--- src/shared/csb_consts.vh ---
// Constants for the core status register bank
`ifndef CSB_CONSTS_VH
`define CSB_CONSTS_VH

// Direct addresses of the special function registers
`define CSB_ADDR_POWER_CONTROL   8'h87
`define CSB_ADDR_CPU_STATUS      8'hD0
`define CSB_ADDR_ACCUMULATOR     8'hE0
`define CSB_ADDR_MULT_HELPER     8'hF0
`define CSB_ADDR_STACK_POINTER   8'h81
`define CSB_ADDR_MEM_PTR_LOW     8'h82
`define CSB_ADDR_MEM_PTR_HIGH    8'h83

// Reset values
`define CSB_RST_POWER_CONTROL    8'h00
`define CSB_RST_CPU_STATUS       8'h00
`define CSB_RST_ACCUMULATOR      8'h00
`define CSB_RST_MULT_HELPER      8'h00
`define CSB_RST_STACK_POINTER    8'h07
`define CSB_RST_MEM_PTR          8'h00
`define CSB_RST_RDATA            8'h00
`define CSB_RST_RAM_DATA         8'h00
// Slave-select idles high, so the synchroniser starts there
`define CSB_RST_SS_SYNC          1'b1

// Value returned from an unoccupied location
`define CSB_UNMAPPED_RDATA       8'h00

// Write mask of power control: bit 4 is reserved
`define CSB_MASK_POWER_CONTROL   8'hEF
`define CSB_MASK_ALL             8'hFF

// Status word fields
`define CSB_SW_CARRY             7
`define CSB_SW_HALF_CARRY        6
`define CSB_SW_USER_ZERO         5
`define CSB_SW_BANK_HIGH         4
`define CSB_SW_BANK_LOW          3
`define CSB_SW_SIGNED_WRAP       2
`define CSB_SW_USER_ONE          1
`define CSB_SW_PARITY            0

// Power control fields
`define CSB_PC_BAUD_DOUBLER      7
`define CSB_PC_SERIAL_WAKE       6
`define CSB_PC_EXT0_WAKE         5
`define CSB_PC_RESERVED          4
`define CSB_PC_USER_ONE          3
`define CSB_PC_USER_ZERO         2
`define CSB_PC_POWER_DOWN        1
`define CSB_PC_DOZE              0

// Serial control read-back field
`define CSB_SPI_RATE_BIT0        0

// Bit-addressable registers have the low three address bits zero
`define CSB_BITADDR_LOW          3'h0
// Bit addresses with this bit set fall in the register space
`define CSB_BIT_SFR_SPACE        7

// Register banks: eight registers each in the lowest 32 bytes
`define CSB_BANK_REG_BITS        3

`endif

--- src/core/csb_byte_reg.v ---
// One special function byte register with byte, bit and hardware loads
`default_nettype none

module csb_byte_reg #(
  parameter [7:0] RST_VAL = 8'h00,
  parameter [7:0] WMASK   = 8'hFF
) (
  input  wire       clk,
  input  wire       rst_b,
  input  wire       byte_we,
  input  wire [7:0] byte_data,
  input  wire       bit_we,
  input  wire [2:0] bit_idx,
  input  wire       bit_val,
  input  wire       hw_we,
  input  wire [7:0] hw_data,
  output wire [7:0] q
);

  reg [7:0] val_q;
  reg [7:0] val_d;

  always @* begin
    val_d = val_q;
    if (hw_we) begin
      val_d = hw_data;
    end else if (byte_we) begin
      val_d = byte_data;
    end else if (bit_we) begin
      val_d[bit_idx] = bit_val;
    end
    // Masked bits hold their reset value
    val_d = (val_d & WMASK) | (RST_VAL & ~WMASK);
  end

  always @(posedge clk or negedge rst_b) begin
    if (!rst_b) begin
      val_q <= RST_VAL;
    end else begin
      val_q <= val_d;
    end
  end

  assign q = val_q;

endmodule // csb_byte_reg

`default_nettype wire

--- src/core/csb_core_status.v ---
// Core status special function registers of an 8051-class CPU
`default_nettype none
`include "csb_consts.vh"

module csb_core_status (
  input  wire        clk,
  input  wire        rst_b,
  // Direct byte access from the CPU
  input  wire [7:0]  sfr_addr,
  input  wire        sfr_wr,
  input  wire [7:0]  sfr_wdata,
  input  wire        sfr_rd,
  output wire [7:0]  sfr_rdata,
  output wire        sfr_hit,
  // Single-bit access, bit address 80H..FFH
  input  wire [7:0]  sfr_bit_addr,
  input  wire        sfr_bit_wr,
  input  wire        sfr_bit_val,
  // Arithmetic results
  input  wire        acc_load,
  input  wire [7:0]  acc_data,
  input  wire        muldiv_load,
  input  wire [7:0]  muldiv_acc,
  input  wire [7:0]  muldiv_helper,
  input  wire        flags_load,
  input  wire        carry_in,
  input  wire        half_carry_in,
  input  wire        signed_wrap_in,
  // Memory pointer as one word
  input  wire        mem_ptr_load,
  input  wire [15:0] mem_ptr_data,
  // Stack operations
  input  wire        stack_push,
  input  wire [7:0]  push_data,
  input  wire        stack_pop,
  output wire        ram_wr,
  output wire [7:0]  ram_waddr,
  output wire [7:0]  ram_wdata,
  // Working register lookup
  input  wire [2:0]  work_reg_idx,
  output wire [7:0]  work_reg_addr,
  // Serial control read-back
  input  wire        ss_pin,
  input  wire [7:0]  spi_ctrl_in,
  input  wire        serial_master_sel,
  output wire [7:0]  spi_ctrl_view,
  // Register contents
  output wire [7:0]  accumulator,
  output wire [7:0]  multiply_helper,
  output wire [7:0]  stack_pointer,
  output wire [15:0] memory_pointer,
  output wire [7:0]  cpu_status_word,
  output wire [1:0]  bank_sel,
  output wire        baud_doubler,
  output wire        serial_wake_irq_en,
  output wire        ext0_wake_irq_en,
  output wire        power_down_en,
  output wire        cpu_doze_en
);

  wire [7:0] acc_q;
  wire [7:0] helper_q;
  wire [7:0] dpl_q;
  wire [7:0] dph_q;
  wire [7:0] pctl_q;
  reg  [7:0] sp_q;
  reg  [7:0] sp_d;
  reg  [7:0] sw_q;
  reg  [7:0] sw_d;
  reg        ram_wr_q;
  reg  [7:0] ram_waddr_q;
  reg  [7:0] ram_wdata_q;
  reg  [7:0] rdata_q;
  reg  [7:0] rdata_d;
  reg        hit_q;
  reg        hit_d;
  reg        ss_meta_q;
  reg        ss_sync_q;

  wire       parity_bit;
  wire [7:0] bit_byte_addr;
  wire       bit_ok;
  wire [2:0] bit_idx;
  wire       bw_acc;
  wire       bw_helper;
  wire       bw_sw;

  // Byte write strobes
  wire we_acc    = sfr_wr && (sfr_addr == `CSB_ADDR_ACCUMULATOR);
  wire we_helper = sfr_wr && (sfr_addr == `CSB_ADDR_MULT_HELPER);
  wire we_sw     = sfr_wr && (sfr_addr == `CSB_ADDR_CPU_STATUS);
  wire we_pctl   = sfr_wr && (sfr_addr == `CSB_ADDR_POWER_CONTROL);
  wire we_sp     = sfr_wr && (sfr_addr == `CSB_ADDR_STACK_POINTER);
  wire we_dpl    = sfr_wr && (sfr_addr == `CSB_ADDR_MEM_PTR_LOW);
  wire we_dph    = sfr_wr && (sfr_addr == `CSB_ADDR_MEM_PTR_HIGH);

  // Bit address selects a byte whose low three address bits are zero
  assign bit_byte_addr = {sfr_bit_addr[7:3], `CSB_BITADDR_LOW};
  assign bit_idx       = sfr_bit_addr[2:0];
  assign bit_ok        = sfr_bit_wr && sfr_bit_addr[`CSB_BIT_SFR_SPACE];
  assign bw_acc        = bit_ok && (bit_byte_addr == `CSB_ADDR_ACCUMULATOR);
  assign bw_helper     = bit_ok && (bit_byte_addr == `CSB_ADDR_MULT_HELPER);
  assign bw_sw         = bit_ok && (bit_byte_addr == `CSB_ADDR_CPU_STATUS);

  // Accumulator: arithmetic load wins over software write
  csb_byte_reg #(
    .RST_VAL (`CSB_RST_ACCUMULATOR),
    .WMASK   (`CSB_MASK_ALL)
  ) u_acc (
    .clk       (clk),
    .rst_b     (rst_b),
    .byte_we   (we_acc),
    .byte_data (sfr_wdata),
    .bit_we    (bw_acc),
    .bit_idx   (bit_idx),
    .bit_val   (sfr_bit_val),
    .hw_we     (acc_load | muldiv_load),
    .hw_data   (muldiv_load ? muldiv_acc : acc_data),
    .q         (acc_q)
  );

  // Helper byte: second operand and result of multiply/divide
  csb_byte_reg #(
    .RST_VAL (`CSB_RST_MULT_HELPER),
    .WMASK   (`CSB_MASK_ALL)
  ) u_helper (
    .clk       (clk),
    .rst_b     (rst_b),
    .byte_we   (we_helper),
    .byte_data (sfr_wdata),
    .bit_we    (bw_helper),
    .bit_idx   (bit_idx),
    .bit_val   (sfr_bit_val),
    .hw_we     (muldiv_load),
    .hw_data   (muldiv_helper),
    .q         (helper_q)
  );

  // Memory pointer bytes, loadable as one word
  csb_byte_reg #(
    .RST_VAL (`CSB_RST_MEM_PTR),
    .WMASK   (`CSB_MASK_ALL)
  ) u_dpl (
    .clk       (clk),
    .rst_b     (rst_b),
    .byte_we   (we_dpl),
    .byte_data (sfr_wdata),
    .bit_we    (1'b0),
    .bit_idx   (bit_idx),
    .bit_val   (sfr_bit_val),
    .hw_we     (mem_ptr_load),
    .hw_data   (mem_ptr_data[7:0]),
    .q         (dpl_q)
  );

  csb_byte_reg #(
    .RST_VAL (`CSB_RST_MEM_PTR),
    .WMASK   (`CSB_MASK_ALL)
  ) u_dph (
    .clk       (clk),
    .rst_b     (rst_b),
    .byte_we   (we_dph),
    .byte_data (sfr_wdata),
    .bit_we    (1'b0),
    .bit_idx   (bit_idx),
    .bit_val   (sfr_bit_val),
    .hw_we     (mem_ptr_load),
    .hw_data   (mem_ptr_data[15:8]),
    .q         (dph_q)
  );

  // Power control: byte access only, reserved bit held at zero
  csb_byte_reg #(
    .RST_VAL (`CSB_RST_POWER_CONTROL),
    .WMASK   (`CSB_MASK_POWER_CONTROL)
  ) u_pctl (
    .clk       (clk),
    .rst_b     (rst_b),
    .byte_we   (we_pctl),
    .byte_data (sfr_wdata),
    .bit_we    (1'b0),
    .bit_idx   (bit_idx),
    .bit_val   (sfr_bit_val),
    .hw_we     (1'b0),
    .hw_data   (`CSB_RST_POWER_CONTROL),
    .q         (pctl_q)
  );

  // Stack pointer
  always @* begin
    sp_d = sp_q;
    if (stack_push) begin
      sp_d = sp_q + 8'h01;
    end else if (stack_pop) begin
      sp_d = sp_q - 8'h01;
    end else if (we_sp) begin
      sp_d = sfr_wdata;
    end
  end

  always @(posedge clk or negedge rst_b) begin
    if (!rst_b) begin
      sp_q        <= `CSB_RST_STACK_POINTER;
      ram_wr_q    <= 1'b0;
      ram_waddr_q <= `CSB_RST_STACK_POINTER;
      ram_wdata_q <= `CSB_RST_RAM_DATA;
    end else begin
      sp_q        <= sp_d;
      ram_wr_q    <= stack_push;
      // Write lands at the already incremented pointer
      if (stack_push) begin
        ram_waddr_q <= sp_d;
        ram_wdata_q <= push_data;
      end
    end
  end

  // Status word, parity stored as zero and replaced by live value
  always @* begin
    sw_d = sw_q;
    if (we_sw) begin
      sw_d = sfr_wdata;
    end else if (bw_sw) begin
      sw_d[bit_idx] = sfr_bit_val;
    end
    if (flags_load) begin
      sw_d[`CSB_SW_CARRY]       = carry_in;
      sw_d[`CSB_SW_HALF_CARRY]  = half_carry_in;
      sw_d[`CSB_SW_SIGNED_WRAP] = signed_wrap_in;
    end
    sw_d[`CSB_SW_PARITY] = 1'b0;
  end

  always @(posedge clk or negedge rst_b) begin
    if (!rst_b) begin
      sw_q <= `CSB_RST_CPU_STATUS;
    end else begin
      sw_q <= sw_d;
    end
  end

  assign parity_bit = ^acc_q;

  // Slave-select pin synchroniser
  always @(posedge clk or negedge rst_b) begin
    if (!rst_b) begin
      ss_meta_q <= `CSB_RST_SS_SYNC;
      ss_sync_q <= `CSB_RST_SS_SYNC;
    end else begin
      ss_meta_q <= ss_pin;
      ss_sync_q <= ss_meta_q;
    end
  end

  assign spi_ctrl_view = {spi_ctrl_in[7:1],
                          serial_master_sel ? spi_ctrl_in[`CSB_SPI_RATE_BIT0]
                                            : ss_sync_q};

  // Registered read data
  always @* begin
    rdata_d = `CSB_UNMAPPED_RDATA;
    hit_d   = 1'b1;
    case (sfr_addr)
      `CSB_ADDR_ACCUMULATOR:   rdata_d = acc_q;
      `CSB_ADDR_MULT_HELPER:   rdata_d = helper_q;
      `CSB_ADDR_CPU_STATUS:    rdata_d = cpu_status_word;
      `CSB_ADDR_POWER_CONTROL: rdata_d = pctl_q;
      `CSB_ADDR_STACK_POINTER: rdata_d = sp_q;
      `CSB_ADDR_MEM_PTR_LOW:   rdata_d = dpl_q;
      `CSB_ADDR_MEM_PTR_HIGH:  rdata_d = dph_q;
      default:                 hit_d   = 1'b0;
    endcase
  end

  always @(posedge clk or negedge rst_b) begin
    if (!rst_b) begin
      rdata_q <= `CSB_RST_RDATA;
      hit_q   <= 1'b0;
    end else if (sfr_rd) begin
      rdata_q <= rdata_d;
      hit_q   <= hit_d;
    end
  end

  assign sfr_rdata = rdata_q;
  assign sfr_hit   = hit_q;

  assign ram_wr    = ram_wr_q;
  assign ram_waddr = ram_waddr_q;
  assign ram_wdata = ram_wdata_q;

  assign cpu_status_word = {sw_q[7:1], parity_bit};
  assign bank_sel        = {sw_q[`CSB_SW_BANK_HIGH], sw_q[`CSB_SW_BANK_LOW]};
  // Bank base is eight times the bank number
  assign work_reg_addr   = {3'h0, bank_sel, work_reg_idx};

  assign accumulator     = acc_q;
  assign multiply_helper = helper_q;
  assign stack_pointer   = sp_q;
  assign memory_pointer  = {dph_q, dpl_q};

  assign baud_doubler       = pctl_q[`CSB_PC_BAUD_DOUBLER];
  assign serial_wake_irq_en = pctl_q[`CSB_PC_SERIAL_WAKE];
  assign ext0_wake_irq_en   = pctl_q[`CSB_PC_EXT0_WAKE];
  assign power_down_en      = pctl_q[`CSB_PC_POWER_DOWN];
  assign cpu_doze_en        = pctl_q[`CSB_PC_DOZE];

endmodule // csb_core_status

`default_nettype wire

--- config.mk ---
export PLATFORM = sky130hd
export DESIGN_NAME = csb_core_status
export DESIGN_NICKNAME = d
export VERILOG_FILES = /design/src/core/csb_byte_reg.v /design/src/core/csb_core_status.v
export VERILOG_INCLUDE_DIRS = /design/src /design/src/shared
export SDC_FILE = /design/constraint.sdc
export NUM_CORES = 1
export LEC_CHECK = 0
export BUFFER_PORTS_ARGS = -buffer_cell sky130_fd_sc_hd__buf_2
export CAP_MARGIN = 30
export CORE_UTILIZATION = 45
export DETAILED_ROUTE_END_ITERATION = 10
export GPL_ROUTABILITY_DRIVEN = 0
export HOLD_SLACK_MARGIN = 0.08
export PLACE_DENSITY = 0.83
export SYNTH_ARGS = -nofsm -noshare
export SYNTH_HDL_FRONTEND = slang
export SYNTH_SLANG_ARGS = --single-unit
--- constraint.sdc ---
create_clock -name clk -period 1.9 [get_ports clk]
set_clock_uncertainty 0.2 [all_clocks]
set_input_delay 0.095 -clock clk [delete_from_list [all_inputs] [get_ports clk]]
set_output_delay 0.095 -clock clk [all_outputs]
set_load 0.005 [all_outputs]
=== Word-level counts from Yosys, hierarchy flattened ===
Index checks and enable logic that the tools add are counted.

* Bits in registers: 82
* Input port bits: 100
* Output and inout port bits: 97
* Word-level logic and storage cells: 76

* $add $sub $neg: 2
* Magnitude comparators: 2
* Eq/ne operators: 10
* Multiplexer cells: 26
* Bitwise logic cells: 1
* Reductions and logical operators: 20

{| class="wikitable"
|+ Operator list
! operator !! number
|-
| $mux W8 || 16
|-
| $eq A8 B8 Y1 const B || 7
|-
| $pmux W8 S7 || 1
|-
| $bwmux W8 || 3
|-
| $eq A5 B5 Y1 const B || 3
|-
| $logic_and A1 B1 Y1 || 12
|-
| $reduce_bool A3 Y1 || 3
|-
| $add A8 B1 Y8 const B || 1
|-
| $reduce_xor A8 Y1 || 1
|-
| $sub A8 B1 Y8 const B || 1
|-
| $reduce_or A7 Y1 || 1
|-
| $reduce_bool A2 Y1 || 3
|-
| $lt A3 B4 Y1 const B || 1
|-
| $mux W1 || 4
|-
| $demux W1 S3 || 1
|-
| $ge A3 B1 Y1 const B || 1
|-
| $mux W2 || 1
|-
| $or A1 B1 Y1 || 1
|}

=== Longest topological paths before layout ===
Gate-level depths: netlist of run 1.

* Word-level depth: 8
* Gate-level depth with buffers: 8
* Depth with buffers taken out: 7

=== By module ===
From an unflattened synthesis of run 1, not the netlist that was laid out.

* Cell total of the unflattened synthesis: 647
* Area total of the unflattened synthesis: 6064.6 um2

{| class="wikitable"
|+ Modules (own cells, without submodules)
! module !! times used !! cells an instance !! area an instance (um2) !! sequential area each (um2)
|-
| csb_core_status || 1 || 341 || 3081.7 || 1086.0
|-
| csb_byte_reg at u_acc ... || 4 || 62 || 615.6 || 200.2
|-
| csb_byte_reg at u_pctl || 1 || 58 || 520.5 || 175.2
|}

=== Worst setup path after synthesis of run 1 ===
OpenSTA, ideal clock, no wires.

* Path kind: flip-flop to flip-flop
* From: reg sp_q[0], in the netlist stack_pointer[0]
* To: reg sp_q[5], in the netlist stack_pointer[5]
* Library setup time: 0.124 ns
* Arrival time: 1.644 ns
* Data required time: 1.576 ns
* Slack: -0.068 ns
* Cell stages (with the launch flop): 5
* Path buffers: 0
* Period minus slack after synthesis: 1.968 ns
* Cell sequence: dfstp_2 -> or4b_2 -> o31ai_1 -> o21ai_0 -> o31a_1

* Longest elaborated chain between the ends: 3
* Elaborated cells on any way between the ends: 4
* Those cells by class: add/sub: 2; mux: 2

{| class="wikitable"
|+ RTL lines
! item !! line !! source
|-
| start, declared || csb_core_status.v:66 || <nowiki>reg [7:0] sp_q;</nowiki>
|-
| start signal, assigned || csb_core_status.v:203 || <nowiki>sp_q <= `CSB_RST_STACK_POINTER;</nowiki>
|-
| start signal, assigned || csb_core_status.v:208 || <nowiki>sp_q <= sp_d;</nowiki>
|-
| $sub A8 B1 Y8 || csb_core_status.v:195 || <nowiki>sp_d = sp_q - 8'h01;</nowiki>
|-
| $mux W8 || csb_core_status.v:194 || <nowiki>end else if (stack_pop) begin</nowiki>
|-
| $mux W8 * || csb_core_status.v:192 || <nowiki>if (stack_push) begin</nowiki>
|-
| named net sp_d[5] || csb_core_status.v:67 || <nowiki>reg [7:0] sp_d;</nowiki>
|}

Mark *: on every way through the listed nets, which the timed path passes. The rest lies on a longest branch.
A chain may end at the register's enable or synchronous reset.

=== Worst setup path in the final report of run 1 ===
* From: reg sp_q[0], in the netlist stack_pointer[0]
* To: reg sp_q[4], in the netlist stack_pointer[4]

Same word-level chain as after synthesis.

==> results of run 1 <==
==> registers in the layout (all words and copies together) (netlist names) <==
name           cells
u_dpl.q            8
sfr_rdata          8
sw_q               7
sfr_hit            1
u_dph.q            8
ss_sync_q          1
ram_waddr          8
u_helper.q         8
u_pctl.q           7
ram_wdata          8
stack_pointer      8
ss_meta_q          1
ram_wr             1
u_acc.q            8
==> area by class of cell <==
class                      count  area share (%)
inverter                      15           0.738
clock buffer                   9            2.95
timing repair buffer         318            29.9
tap                          140            2.30
multi-input combinational    385            35.9
sequential                    82            27.1
clock inverter                 7            1.13
==> metal layers <==
| layer | wire length (µm) | up-vias | global-route usage (%) |
|---|---|---|---|
| li1 | - | 2480 | - |
| met1 | 6770 | 2629 | 36.6 |
| met2 | 9540 | 404 | 58.9 |
| met3 | 1670 | 100 | 9.40 |
| met4 | 951 | 0 | 17.7 |
| met5 | 0 | - | 0 |
==> timing repair <==
item / 4_1_cts / 5_1_grt
gates resized for setup: 1 / 15
hold buffers: 108 / 1
pin swaps: 1 / 3
setup endpoints to repair: 2 / 11
setup buffers: 1 / 3
endpoints found under the hold margin: 163 / 1
==> worst paths after layout <==
check	endpoint	start	slack (ns)	cells after the start
min in group asynchronous	u_acc.q[7]	rst_b	0.53	3
max in group asynchronous	ss_sync_q	rst_b	0.29	4
hold / removal	stack_pointer[5]	stack_pop	0.11	4
hold reg to reg	ss_sync_q	ss_meta_q	0.17	0
setup / recovery	stack_pointer[4]	stack_pointer[0]	0.008	7
setup reg to reg	stack_pointer[4]	stack_pointer[0]	0.008	7
==> metrics by stage <==
stage | setup WS, ns | utilization (%) | hold WS (ns) | area, µm²
3_5_place_dp | -0.0714 | 56.2 | -0.175 | 6150
2_1_floorplan | 0.0684 | - | -0.401 | 5100
4_1_cts | 0.0126 | 69.1 | 0.123 | 7550
5_1_grt | -0.0924 | 69.7 | 0.142 | 7620
6_report | 0.00769 | 69.7 | 0.110 | 7620
3_3_place_gp | -0.00702 | 56.2 | -0.189 | 6150
==> report_power, final <==
part | leakage (nW) | internal (mW) | total (mW) | switching (mW)
Sequential | 1.01 | 2.03 | 2.25 | 0.226
Clock | 0.150 | 1.05 | 1.84 | 0.794
Combinational | 2.30 | 0.960 | 1.86 | 0.898
==> kinds of logic after synthesis <==
| kind of cell | synth area share (%) |
|---|---|
| buffers and inverters | 6.81 |
| multiplexers | 15.8 |
| adder cells (fa/ha/maj) | 0.689 |
| AND/OR/NAND/NOR | 17.2 |
| flip-flops | 40.5 |
| other | 0.0737 |
| XOR/XNOR | 2.07 |
| AO/OA/AOI/OAI | 16.8 |
==> worst max-delay path, stage by stage (launching register included) <==
cell     delay (ns)
dfstp_2        0.40
inv_2          0.07
ha_1           0.15
nand2_2        0.05
buf_4          0.14
nor3_1         0.31
o31ai_1        0.12
a221o_1        0.32
==> layout by cell type (no fill, tap or decap), drive strengths merged, types with 6 or more instances in the layout <==
master / n
buf: 209
dlygate4sd3: 108
dfrtp: 74
nand2: 52
mux2: 42
mux2i: 33
o21ai: 33
a21oi: 30
nor2: 25
inv: 18
o31ai: 13
nor3: 13
nand3: 12
a22oi: 11
and2: 10
clkbuf: 10
a221oi: 9
o22ai: 9
dfstp: 8
xnor2: 8
a211oi: 7
nor3b: 6
a22o: 6
nor4: 6
==> metrics.txt, run 1 <==
outcome=finished clean; first-pass GRT wire length=between 20 and 30 mm; register area=slightly above 2000 µm²; Least-Margin Pin Slew=roughly 0.72 ns; top-area cell type share of the netlist area=roughly 36%; I/O pin cnt=197; Syn Inst Count=536; wire length per cell=roughly 20 µm; Inserted Diodes=0; initial antenna violation count=0; Post-synth EDFFs=0; Pre-Repair DR Iteration Count=6; Die W=between 100 and 150 µm; via count=5613; grt ovf=0; Fin. Hold Viols=0; final net count=roughly 910; Async SR Flop Fraction=100%; Clk Latency, worst-skew pair=0.35 ns; largest net degree at the start of global routing=42; die area=about 12000 µm²; Final period util=about 100%; DRC viols=0; drt total wl=18.9 mm; Crit Path Category=register to register; Final Power=5.95 mW; sequential share of the synthesized area=about two fifths; Ys Warns=0; fin crit period=around 1.9 ns; Layout area overhead=49.9%; Multi-input gate area=roughly 2700 µm²; CP arrival=1.93 ns; WP data required=between 1.5 and 2 ns; IO buf count=between 150 and 200; Pleak=between 3 and 4 nW; Post-Syn Area per Cell=about 9.5 µm²; critical path capture point type=register; netlist area before placement=5090 µm²; worst-path fanout max=5; Synth area leader=dfrtp_1; vias in the first global route=around 5.7k; Root Buffer=clkbuf_16; Core Area=~11000 µm²; Max VDD drop=0.673 mV; DRT iter0 DRCs=about 490; top-count cell post-synth=dfrtp_1; HP Class=input port to register; HPWL Detailed=12.1 mm; TNS Setup=0 ns; Post-synth top flop=dfrtp_1; highest clock rate=about 530 MHz; num rows=38; max_slew headroom=approximately half; CTS tree=yes; CTS buffer count=9; clk sinks=82; fillers=between 700 and 800; max-cap violation count=0; Inst Count DP=just over 800; Synth cell types=55; Tot GR Track Use=between 30% and 40%; #FFs+latches synth=between 80 and 90; Initial Util=46.5%; height of the die=approximately 110 µm; layout cell share with drive strength beyond 1=a little over a third; Setup-failing EPs final=0; Routed Antenna Nets=0; CTS Buffer Depth=2; Commonest cells post-synth=74 x dfrtp_1, 52 x nand2_1, 42 x mux2_2, 33 x mux2i_1, 30 x a21oi_1; Via density=5.87; Final Slew Violations=0; largest cells by area after synthesis=dfrtp_1 36%, mux2_2 9.3%, mux2i_1 6.5%, dfstp_2 4.1%, nand2_1 3.8%; clock transition at the registers of the reported paths=around 0.070 ns; non-filler cells, final=between 900 and 1k; PD cells=slightly below 800 nW/µm²; startpoint types=register; htree depth=3
Power figures use the tool's default switching activity.
==> run 2: changes to the inputs <==
==> constraint.sdc (replaced) <==
create_clock -name clk -period 1.9 [get_ports clk]
set_clock_uncertainty 0.2 [all_clocks]
set_input_delay 0.19 -clock clk [delete_from_list [all_inputs] [get_ports clk]]
set_output_delay 0.19 -clock clk [all_outputs]
set_load 0.005 [all_outputs]
==> run 2 against run 1 <==
Against the previous run:
- the run now ends with setup timing left
- clock power is 3% higher
- register-to-register slack worse by 0.02 ns
- critical path depth is 3 lower
- non-clock buffer count is 39 lower
- count of clock-buffer cells in the layout is 1 higher
- critical endpoint is now cpu_status_word[0]
- largest power group unchanged
==> metrics.txt, run 2 (synthesized netlist as in run 1, its figures left out) <==
outcome=finished, violations left; violated checks=setup timing; Pleak=3.36 nW (-2.9%); crit-path most repeated cell=xnor2_2; Sw Pwr=1.85 mW (-3.3%); wire length per cell=19.3 µm (-2.7%); Inst Count DP=837 (+1.1%); commonest cells after routing, fill and taps aside=172 x buf_2, 72 x dfrtp_1, 56 x dlygate4sd3_1, 52 x nand2_1, 48 x buf_4; Clk Latency, worst-skew pair=0.34 ns (about the same); Initial Util=46.5% (unchanged); die area=11700 µm² (unchanged); PD cells=821 nW/µm² (+5.2%); Core Area=10900 µm² (unchanged); origin of the critical flop-to-flop path=u_acc.q[0]; grt ovf=0 (unchanged); Hold Startpoint=muldiv_acc[7]; initial antenna violation count=0 (unchanged); Least-Margin Pin Slew=0.582 ns (-0.141 ns); Max VDD drop=0.688 mV (+2.3%); IO buf count=173 (unchanged); Multi-input gate area=2770 µm² (+1.1%); Root Buffer=clkbuf_16; final net count=874 (-4.3%); num rows=38 (unchanged); commonest non-fill, non-tap cell in the layout=buf_2; WP data required=1.51 ns (-0.43 ns); CP arrival=1.53 ns (-0.40 ns); CTS buffer count=9 (unchanged); Bufs and invs on worst path=1 (-1); delay-heaviest family, CP=XOR/XNOR gates; CTS tree=yes; Crit Path Category=register to primary output; Power Internal=4.08 mW (+1.2%); Routed Antenna Nets=0 (unchanged); vias in the first global route=5290 (-7.2%); first-pass GRT wire length=26.7 mm (-9.1%); Setup-failing EPs final=2 (+2); highest clock rate=522 MHz (-1.2%); Pre-Repair DR Iteration Count=5 (-1); fin crit period=1.92 ns (+0.0227 ns); HPWL Detailed=12.1 mm (about the same); drt total wl=17.7 mm (-6.5%); I/O pin cnt=197 (unchanged); CP startpoint=u_acc.q[0]; Final WS setup=-0.0150 ns (-0.0227 ns); Tot GR Track Use=30.0% (-3.5 points); largest net degree at the start of global routing=38 (-9.5%); max-cap violation count=0 (unchanged); CTS Buffer Depth=2 (unchanged); fillers=790 (+1.4%); clock transition at the registers of the reported paths=0.06 ns (about the same); Hold WS=0.0381 ns (-0.0716 ns); DRC viols=0 (unchanged); Worst path depth=4 (-3); final design utilization=66.1% (-3.6 points); max incr delay on CP=0.46 ns (+0.06 ns); register area=2060 µm² (about the same); height of the die=108 µm (unchanged); via count=5348 (-4.7%); HP Class=input port to register; dpl ws=-0.134 ns (-0.0627 ns); CP max-delay cell=dfrtp_1; clock share of power=32.1% (+1.2 points); htree depth=3 (unchanged); hold depth=4 (unchanged); critical path capture point type=primary output; non-filler cells, final=919 (-3.9%); Layout area overhead=42.1%; CP cell instances=xnor2_2, xnor2_2, xnor2_2, buf_2; TNS Setup=-0.0269 ns (-0.0269 ns); Fin. Hold Viols=0 (unchanged); r2r worst-path depth=6 (-1); Final period util=101% (+1.2 points); max_slew headroom=61.2% (+9.4 points); DRT iter0 DRCs=477 (-2.5%); layout cell share with drive strength beyond 1=40.3% (+3.9 points); Reg power frac=38.1% (+0.2 points); worst-path fanout max=4 (-1); Die W=108 µm (unchanged); combinational share of power=29.9% (-1.3 points); Final Slew Violations=0 (unchanged); clk sinks=82 (unchanged); Via density=5.82 (-0.89%); switch share=31.2% (-0.98 points); startpoint types=register
==> run 2: cell types whose count changed in the layout (fill, tap and decap cells not counted), moves of 2 or more <==
| cell | before | now |
|---|---|---|
| buf_4 | 34 | 48 |
| diode_2 | 0 | 2 |
| dlygate4sd3_1 | 108 | 56 |
| inv_8 | 2 | 0 |
| xnor2_1 | 7 | 2 |
| xnor2_2 | 1 | 6 |
==> run 2: per-layer routing <==
metal  vias up  track usage (%)  routed length (µm)
li1       2405                -                   -
met1      2549             35.7                6690
met5         -                0                   0
met4         0             12.6                 598
met2       333             53.0                8890
met3        61             5.49                1530
==> run 2: final timing paths <==
kind | to | slack [ns]
worst max register to register | sfr_rdata[0] | -0.02
min in group asynchronous | u_pctl.q[7] | 0.18
worst max-delay path | cpu_status_word[0] | -0.02
max in group asynchronous | ss_meta_q | 0.70
worst min-delay path | u_acc.q[7] | 0.04
worst min register to register | ss_sync_q | 0.16
==> run 2: worst register-to-register path, delay by kind of cell, from the launching register on <==
family                 cells  cell delay (ns)
AO/OA/AOI/OAI              2             0.43
XOR/XNOR                   3             0.54
buffers and inverters      1             0.15
flip-flops                 1             0.46
==> run 2: power groups by stage <==
stage          clock [mW]  combinational (mW)  sequential [mW]
2_1_floorplan           0               0.809             2.26
4_1_cts              1.90                1.69             2.25
6_report             1.90                1.77             2.26
3_3_place_gp            0                1.47             2.27
5_1_grt              1.98                1.92             2.29
3_5_place_dp            0                1.52             2.28
==> run 2: what timing repair did <==
item	4_1_cts	5_1_grt
pin swaps	2	3
buffers inserted	4	4
hold endpoints to repair	135	0
gates cloned	0	0
resized for setup	2	15
hold buffers	59	0
setup endpoints to repair	1	11
==> run 2: per-stage QoR <==
| stage | cell area (µm²) | power [mW] |
|---|---|---|
| final | 7230 | 5.93 |
| after global routing | 7220 | 6.19 |
| after CTS | 7150 | 5.84 |
| after detailed placement | 6200 | 3.80 |
| after global placement | 6200 | 3.74 |
| after floorplan | 5100 | 3.07 |
==> run 2: cell type report <==
| class | count | share of cell area, % |
|---|---|---|
| sequential | 82 | 28.6 |
| clock buffer | 10 | 3.17 |
| clock inverter | 6 | 1.25 |
| multi-input combinational | 385 | 38.3 |
| tap | 140 | 2.42 |
| inverter | 15 | 0.779 |
| antenna | 2 | 0.0692 |
| timing repair buffer | 279 | 25.5 |
